### config.mk
export PLATFORM = sky130hd
export DESIGN_NAME = pwmc_top
export DESIGN_NICKNAME = d
export VERILOG_FILES = /design/src/pwmc_pkg.sv /design/src/pwmc_top.sv
export VERILOG_INCLUDE_DIRS = /design/src /design/src/src
export SDC_FILE = /design/constraint.sdc
export NUM_CORES = 1
export LEC_CHECK = 0
export ABC_AREA = 0
export BUFFER_PORTS_ARGS = -buffer_cell sky130_fd_sc_hd__buf_2
export CORE_UTILIZATION = 32
export DETAILED_ROUTE_END_ITERATION = 10
export HOLD_SLACK_MARGIN = 0.03
export SLEW_MARGIN = 20
export SYNTH_ARGS = -nofsm -noshare
export SYNTH_HDL_FRONTEND = slang
export SYNTH_SLANG_ARGS = --single-unit
export TNS_END_PERCENT = 5
### constraint.sdc
create_clock -name SYS_CLK -period 5.1 [get_ports SYS_CLK]
set_input_delay 0.765 -clock SYS_CLK [delete_from_list [all_inputs] [get_ports SYS_CLK]]
set_output_delay 0.765 -clock SYS_CLK [all_outputs]
set_load 0.1 [all_outputs]
### src/pwmc_cfg.svh
// Timing, scaling and reset constants for the current mode pulse width controller
`ifndef PWMC_CFG_SVH
`define PWMC_CFG_SVH
// ----------------------------------------
// Clock and switching timing (ns)
// ----------------------------------------
`define PWMC_CLK_NS 25
`define PWMC_PERIOD_NS 10000
`define PWMC_MIN_OFF_NS 156
`define PWMC_BLANK_NORM_NS 220
`define PWMC_BLANK_BURST_NS 180
`define PWMC_SS_STEP_NS 300000
`define PWMC_SS_TOTAL_NS 10000000
`define PWMC_JIT_PERIOD_NS 4000000
// ----------------------------------------
// Ratios and scaling
// ----------------------------------------
`define PWMC_JIT_DEV_PCT 4
`define PWMC_DMAX_NUM 3
`define PWMC_DMAX_DEN 4
`define PWMC_GAIN_NUM 13
`define PWMC_GAIN_SHIFT 2
`define PWMC_SS_STEPS 32
`define PWMC_SS_LEVEL_SHIFT 9
// ----------------------------------------
// Reset values
// ----------------------------------------
`define PWMC_RST_STEP 5'h00
`define PWMC_RST_JIT 6'h00
`define PWMC_RST_BLANK 4'h0
`endif

### src/pwmc_pkg.sv
// Types shared by the current mode pulse width controller
package pwmc_pkg;
  // ----------------------------------------
  // Operating states
  // ----------------------------------------
  typedef enum logic [1:0] {
    PWMC_OFF  = 2'b00,
    PWMC_SOFT = 2'b01,
    PWMC_NORM = 2'b10
  } pwmc_state_t;
  // ----------------------------------------
  // Sampled analog levels, same clock as the block
  // ----------------------------------------
  typedef struct packed {
    logic [11:0] sense;
    logic [11:0] feedback;
    logic [11:0] peak_th;
    logic [11:0] burst_th;
  } pwmc_sense_t;
  // ----------------------------------------
  // Supply and mode pins, asynchronous
  // ----------------------------------------
  typedef struct packed {
    logic above_on;
    logic below_off;
    logic burst;
    logic restart;
  } pwmc_pins_t;
endpackage

### src/pwmc_top.sv
// Current mode pulse width controller with soft start, jitter and current limits
// How it works
// - Sense scaled by 3.25 before comparing with feedback and soft start level
// - Amplified current above feedback ends pulse
// - Soft start begins at turn-on threshold
// - Step counter raises soft start level
// - Sink switched off after 10 ms
// - Duty rises from zero to maximum
// - Every auto restart reruns soft start
// - 100 kHz, swept four percent, 4 ms
// - Jitter only in normal operation
// - On portion capped at 300 clocks, 0.75 of the nominal period
// - Latch set by oscillator, cleared by trips
// - Latch reset turns gate off at once
// - Gate low while supply in lockout
// - Peak limit trip clears latch each cycle
// - Blanking feeds peak, burst and amplifier
// - Blanking 220 ns normal, 180 ns burst
// - Burst limit active only in burst
// - Low supply clears soft start counter
// - Minimum 156 ns off after trigger
`timescale 1ns/100ps
`include "pwmc_cfg.svh"
module pwmc_top #(
  parameter int SS_STEP_CYC = `PWMC_SS_STEP_NS / `PWMC_CLK_NS,
  parameter int SS_TOTAL_CYC = `PWMC_SS_TOTAL_NS / `PWMC_CLK_NS,
  parameter int JIT_STEP_CYC = (`PWMC_JIT_PERIOD_NS / `PWMC_CLK_NS) /
                               (4 * ((`PWMC_PERIOD_NS / `PWMC_CLK_NS) * `PWMC_JIT_DEV_PCT / 100))
) (
  // Clock and reset
  input wire logic SYS_CLK,
  input wire logic RESET,
  // Supply, burst and restart pins
  input wire pwmc_pkg::pwmc_pins_t PINS,
  // Sampled sense and feedback levels
  input wire pwmc_pkg::pwmc_sense_t LEVELS,
  // Gate drive and status
  output logic GATE_DRIVE,
  output logic SINK_ON,
  output logic NORMAL_MODE,
  output logic [4:0] SOFTSTART_STEP
);
  import pwmc_pkg::*;

  // ----------------------------------------
  // Derived cycle counts
  // ----------------------------------------
  localparam int PERIOD_CYC = `PWMC_PERIOD_NS / `PWMC_CLK_NS;
  localparam int MAX_ON_CYC = PERIOD_CYC * `PWMC_DMAX_NUM / `PWMC_DMAX_DEN;
  localparam int MIN_OFF_CYC = (`PWMC_MIN_OFF_NS + `PWMC_CLK_NS - 1) / `PWMC_CLK_NS;
  localparam int BLANK_N_CYC = (`PWMC_BLANK_NORM_NS + `PWMC_CLK_NS - 1) / `PWMC_CLK_NS;
  localparam int BLANK_B_CYC = (`PWMC_BLANK_BURST_NS + `PWMC_CLK_NS - 1) / `PWMC_CLK_NS;
  localparam int JIT_DEV_CYC = PERIOD_CYC * `PWMC_JIT_DEV_PCT / 100;

  // Saturating count-done test used by the soft start tick, soft start total and jitter step counters
  function automatic logic reached(input logic [19:0] cnt, input int lim);
    reached = (32'(cnt) >= 32'(lim - 1));
  endfunction

  // ----------------------------------------
  // Pin synchronisers
  // ----------------------------------------
  logic [3:0] sync1_q;
  logic [3:0] sync2_q;
  logic restart_dly_q;
  // Two flops per asynchronous pin, third flop only for the restart edge
  always_ff @(posedge SYS_CLK) begin
    if (RESET) begin
      sync1_q <= 4'h0;
      sync2_q <= 4'h0;
      restart_dly_q <= 1'b0;
    end else begin
      sync1_q <= PINS;
      sync2_q <= sync1_q;
      restart_dly_q <= sync2_q[0];
    end
  end
  wire vcc_on_s = sync2_q[3];
  wire vcc_low_s = sync2_q[2];
  wire burst_s = sync2_q[1];
  wire restart_p = sync2_q[0] & ~restart_dly_q;

  // ----------------------------------------
  // Operating state and soft start counters
  // ----------------------------------------
  pwmc_state_t state_q, state_d;
  logic [19:0] ss_tick_q;
  logic [19:0] ss_total_q;
  logic [4:0] step_q;
  wire ss_done = reached(ss_total_q, SS_TOTAL_CYC);
  wire ss_tick = reached(ss_tick_q, SS_STEP_CYC);
  // Lockout wins over everything; a restart attempt re-enters soft start
  always_comb begin
    state_d = state_q;
    unique case (state_q)
      PWMC_OFF: if (vcc_on_s && !vcc_low_s) state_d = PWMC_SOFT;
      PWMC_SOFT: if (vcc_low_s) state_d = PWMC_OFF;
        else if (restart_p) state_d = PWMC_SOFT;
        else if (ss_done) state_d = PWMC_NORM;
      PWMC_NORM: if (vcc_low_s) state_d = PWMC_OFF;
        else if (restart_p) state_d = PWMC_SOFT;
      default: state_d = PWMC_OFF;
    endcase
  end
  wire ss_clear = (state_d == PWMC_OFF) || restart_p || (state_q == PWMC_OFF);
  wire [19:0] ss_tick_d = (ss_clear || ss_tick) ? 20'h00000 : ss_tick_q + 20'h00001;
  wire [19:0] ss_total_d = (ss_clear || ss_done) ? ss_total_q & {20{~ss_clear}} : ss_total_q + 20'h00001;
  wire step_inc = ss_tick && (step_q != 5'(`PWMC_SS_STEPS - 1));
  wire [4:0] step_d = ss_clear ? `PWMC_RST_STEP : (step_inc ? step_q + 5'h01 : step_q);
  // Total and step counters stop at their ends, tick counter wraps; sink released when normal operation begins
  always_ff @(posedge SYS_CLK) begin
    if (RESET) begin
      state_q <= PWMC_OFF;
      ss_tick_q <= 20'h00000;
      ss_total_q <= 20'h00000;
      step_q <= `PWMC_RST_STEP;
      SINK_ON <= 1'b0;
      NORMAL_MODE <= 1'b0;
    end else begin
      state_q <= state_d;
      ss_tick_q <= ss_tick_d;
      ss_total_q <= ss_total_d;
      step_q <= step_d;
      SINK_ON <= (state_d == PWMC_SOFT);
      NORMAL_MODE <= (state_d == PWMC_NORM);
    end
  end
  assign SOFTSTART_STEP = step_q;

  // ----------------------------------------
  // Jittered oscillator
  // ----------------------------------------
  logic [9:0] phase_q;
  logic [15:0] jit_cnt_q;
  logic signed [5:0] jit_q;
  logic jit_up_q;
  // Triangle sweep of the period; held at nominal outside normal operation
  wire jit_run = (state_d == PWMC_NORM);
  wire jit_tick = reached({4'h0, jit_cnt_q}, JIT_STEP_CYC);
  wire jit_top = (jit_q == 6'(JIT_DEV_CYC));
  wire jit_bot = (jit_q == -6'(JIT_DEV_CYC));
  wire jit_up_d = !jit_run ? 1'b1 : ((jit_tick && (jit_top || jit_bot)) ? ~jit_up_q : jit_up_q);
  wire signed [5:0] jit_d = !jit_run ? `PWMC_RST_JIT :
                            (jit_tick ? (jit_up_d ? jit_q + 6'sd1 : jit_q - 6'sd1) : jit_q);
  wire [9:0] period_end = 10'(PERIOD_CYC - 1) + {{4{jit_q[5]}}, jit_q};
  wire osc_wrap = (phase_q >= period_end);
  wire [9:0] phase_d = osc_wrap ? 10'h000 : phase_q + 10'h001;
  wire osc_pulse = (phase_q == 10'h000);
  // Free-running phase; set pulse at phase zero
  always_ff @(posedge SYS_CLK) begin
    if (RESET) begin
      phase_q <= 10'h000;
      jit_cnt_q <= 16'h0000;
      jit_q <= `PWMC_RST_JIT;
      jit_up_q <= 1'b1;
    end else begin
      phase_q <= phase_d;
      jit_cnt_q <= (!jit_run || jit_tick) ? 16'h0000 : jit_cnt_q + 16'h0001;
      jit_q <= jit_d;
      jit_up_q <= jit_up_d;
    end
  end

  // ----------------------------------------
  // Blanking, amplifier and comparators
  // ----------------------------------------
  logic [3:0] blank_q;
  logic latch_q;
  logic gate_q;
  wire sense_valid = gate_q && (blank_q == 4'h0);
  wire [11:0] blanked = sense_valid ? LEVELS.sense : 12'h000;
  wire [15:0] amp_prod = {4'h0, blanked} * 16'(`PWMC_GAIN_NUM);
  wire [13:0] amp = amp_prod[15:`PWMC_GAIN_SHIFT];
  wire [13:0] ss_level = 14'({step_q, 9'h000} >> (9 - `PWMC_SS_LEVEL_SHIFT));
  wire trip_fb = sense_valid && (amp > {2'b00, LEVELS.feedback});
  wire trip_ss = sense_valid && (state_q == PWMC_SOFT) && (amp > ss_level);
  wire trip_peak = sense_valid && (blanked > LEVELS.peak_th);
  wire trip_burst = sense_valid && burst_s && (blanked > LEVELS.burst_th);
  wire trip_dmax = (phase_q >= 10'(MAX_ON_CYC - 1));
  wire trip_any = trip_fb || trip_ss || trip_peak || trip_burst || trip_dmax;
  wire run = (state_q != PWMC_OFF) && !vcc_low_s;
  wire latch_d = run && ((osc_pulse && !trip_dmax) || (latch_q && !trip_any));
  wire gate_d = latch_d && (phase_q >= 10'(MIN_OFF_CYC));
  wire gate_rise = gate_d && !gate_q;
  wire [3:0] blank_load = burst_s ? 4'(BLANK_B_CYC) : 4'(BLANK_N_CYC);
  wire [3:0] blank_d = gate_rise ? blank_load : ((blank_q != 4'h0) ? blank_q - 4'h1 : blank_q);
  // Gate follows the latch in the same edge so a trip shows with no extra cycle
  always_ff @(posedge SYS_CLK) begin
    if (RESET) begin
      blank_q <= `PWMC_RST_BLANK;
      latch_q <= 1'b0;
      gate_q <= 1'b0;
    end else begin
      blank_q <= blank_d;
      latch_q <= latch_d;
      gate_q <= gate_d;
    end
  end
  assign GATE_DRIVE = gate_q;
endmodule

==> impl_results.md <==
* Final setup vio count at 0
* Initial core utilization at 32.9%
* Cell variety after synth at 72
* CP max FO at 4
* Maximum vdd drop at 0.157 mV
* YS warnings at 0
* DR iter-0 viols at 268
* Antenna viol nets, final at 0
* First-pass GRT wire length at 23700 um
* Crit path kind: reg -> reg
* Synth Flop Type: dfxtp_1
* Antenna violations before repair at 0
* Syn Inst Count at 806
* Clk slew on worst S/H paths at 0.07 ns
* Post-synthesis compound-gate area fraction at 14.8%
* CTS HTree Levels at 3
* Async set-or-reset flop fraction in the synthesized netlist at 0%
* Grt ovf at 0
* Via-to-Cell Ratio at 4.76
* Height of the chip at 147 um
* Most common cell in the synthesized netlist: dfxtp_1
* Share of cells above drive strength 1 at 17.9%
* Status: finished, final reports clean
* Startpoint types: flop
* Post-synthesis register bit count at 97
* Largest family of logic cells by synthesized area: simple AND/OR/NAND/NOR gates
* Num CTS Buffers at 9
* PD cells at 219 mW/mm2
* CP arrival at 5.18 ns
* Fill count at 2048
* Post-synth top area share at 29.0%
* PortBufs at 61
* Std cell rows at 52
* Worst-Margin Slew at 0.928 ns
* Area Growth Syn to Fin at 21.4%
* Fin. Hold Viols at 0
* Simple-gate share of the synthesized area at 22.3%
* Register area share after synthesis at 29.0%
* Lkg Pwr at 3.82 nW
* Number of max-cap violations at 0
* Gpl congestion at 0.815
* Full die area at 0.0215 mm2
* Post-synth top cells: dfxtp_1 (97), inv_1 (94), nor2_1 (90)
* Routed WL at 14600 um
* Mux contribution to synthesized area at 0.897%
* Post-layout util at 39.9%
* Fmax at 204 MHz
* Crit path required time at 5.36 ns
* Worst-Skew Late Latency at 0.35 ns
* CP peak stage delay at 0.40 ns
* Clk_skew at 0.00788 ns
* Vias in the first global route at 5183
* Number of remaining DRC errors at 0
* CP Cell Sequence: inv_2 > ha_2 > nor4bb_4 > and2_4 > ha_4 > ha_1 > xor2_2 > inv_1 > ha_1 > a211oi_2 > o21ai_1 > a21oi_2 > o21ba_2 > o21bai_1 > a21oi_2 > xnor2_2 > ha_1 > nand4_1 > nor3_2 > nand2_1 > or4_1 > o31a_1 > o31ai_1
* Fin nets at 1060
* GRT met3 Usage at 2.94%
* Pin count of the biggest net entering global routing at 23
* Core Footprint at 0.0204 mm2
* CTS tree: done
* Post-layout min period at 4.91 ns
* Die X at 147 um
* Slowest CP cell: or4_1
* Top post-synthesis cells by area: dfxtp_1 (29%), ha_1 (15%), inv_1 (5.3%), nor2_1 (5.0%), xor2_1 (5.0%)
* Clk sinks at 97
* Post-synth EDFFs at 0
* Deepest clock path buffer count at 2
* Final period util at 96.3%
* Drt wl/cell at 12.2 um
* CP endpoint kind: flop
* Vias at 5679
* Met2 global-route usage at 21.6%
* Hold Crit Class: reg -> reg
* Slew Viols, Final at 0
* Hold Slack at 0.440 ns
* Drt pass-1 iters at 4
* Dpl hpwl at 11400 um
* GR Util All Layers at 13.5%
* Cell area after synthesis at 0.00669 mm2
* Busiest grt layer: met2
* CTS Root Cell: clkbuf_16
* Synth Area in Adders at 17.4%
* Synth Area in XOR/XNOR at 9.29%
* Diode count at 0
* Area leader, netlist: dfxtp_1
* Grt met1 use at 18.5%
* Slew headroom at 37.5%
* Worst path most repeated cell: ha_1
* I/O Pins at 62
* Syn_area_per_cell at 8.30 um2
critical path: cells and delay by family, from the launching register on:
kind / cells / cell delay, ns
AO/OA/AOI/OAI: 8 / 1.65
AND/OR/NAND/NOR: 6 / 1.26
adder cells (fa/ha/maj): 5 / 1.13
flip-flops: 1 / 0.33
XOR/XNOR: 2 / 0.32
buffers and inverters: 2 / 0.12
cell families (layout without fill, tap and decap cells):
logic type,count (synthesis),count (layout)
compound gates,144,144
xor+xnor,71,71
fa+ha+maj,88,88
buf+inv,108,217
flops,97,97
mux,6,6
other cells,1,10
simple gates,291,291
cells in the final DEF, fill, tap and decap left out, types with 4 or more instances in the layout:
cell type,instances
clkbuf_16,9
or4_1,5
nor3_1,7
nand2b_1,9
o21bai_1,4
conb_1,10
o31ai_1,5
or3_1,8
and4_1,5
o21ai_0,21
a211oi_1,4
nand2_1,48
buf_2,62
and3_1,22
a21oi_1,42
nor4_1,5
a31oi_1,5
a21o_1,12
o21ai_1,5
inv_1,91
nor2b_1,16
buf_4,42
nor2_1,89
dfxtp_1,95
xnor2_1,32
xor2_1,36
nand4_1,20
ha_1,71
o21a_1,5
fa_1,8
and2_1,8
ha_2,4
nand3_1,29
mux2i_1,5
state kept, by name (all words and copies together) (netlist names), 2 cells and up:
name / cells
ss_tick_q: 20
ss_total_q: 20
jit_cnt_q: 16
phase_q: 10
jit_q: 6
SOFTSTART_STEP: 5
blank_q: 4
sync1_q: 4
sync2_q: 4
state_q: 2
final timing paths:
path,start,to,slack [ns],cells past startpoint
max,blank_q[1],latch_q,0.19,23
min,sync1_q[2],sync2_q[2],0.44,1
max reg2reg,blank_q[1],latch_q,0.19,23
min reg2reg,sync1_q[2],sync2_q[2],0.44,1
metrics by stage:
stage	TNS, ns	setup slack, ns	cell area [um2]	power, mW	cells
after global routing	-0.134	-0.0891	8120	1.88	1194
after detailed placement	-0.120	-0.0719	7610	1.12	1172
after CTS	0	0.0267	7930	1.80	1188
final	0	0.190	8120	1.78	1194
after global placement	0	0.0740	7610	1.12	1172
after floorplan	0	0.0580	6730	1.03	815
layer usage:
layer / up-vias / share of wire, %
met5: - / 0
met4: 0 / 0.96
met3: 12 / 2.6
met2: 71 / 45
met1: 2588 / 52
li1: 3008 / -
timing repair:
action,CTS,global route
setup buffers,0,4
gates resized for setup,4,34
cloned,0,2
endpoints found under the setup margin,2,2
hold buffers,0,0
pin swaps,0,15
final cells by class:
cell class              instances  area [um2]  share of cell area [%]
multi-input cells             610        4520                    55.7
flip-flops and latches         97        1950                    24.0
repair buffers                107         656                    8.07
inverters                      94         353                    4.34
well taps                     270         338                    4.16
clock buffers                   9         225                    2.77
clock inverters                 7        81.3                    1.00
report_power, final:
group / internal, mW / leakage, nW / total [mW] / switching, mW
Sequential: 0.793 / 0.790 / 0.839 / 0.0462
Combinational: 0.131 / 2.88 / 0.265 / 0.134
Clock: 0.349 / 0.150 / 0.677 / 0.327
No activity file was read; power rests on OpenSTA's default activity.
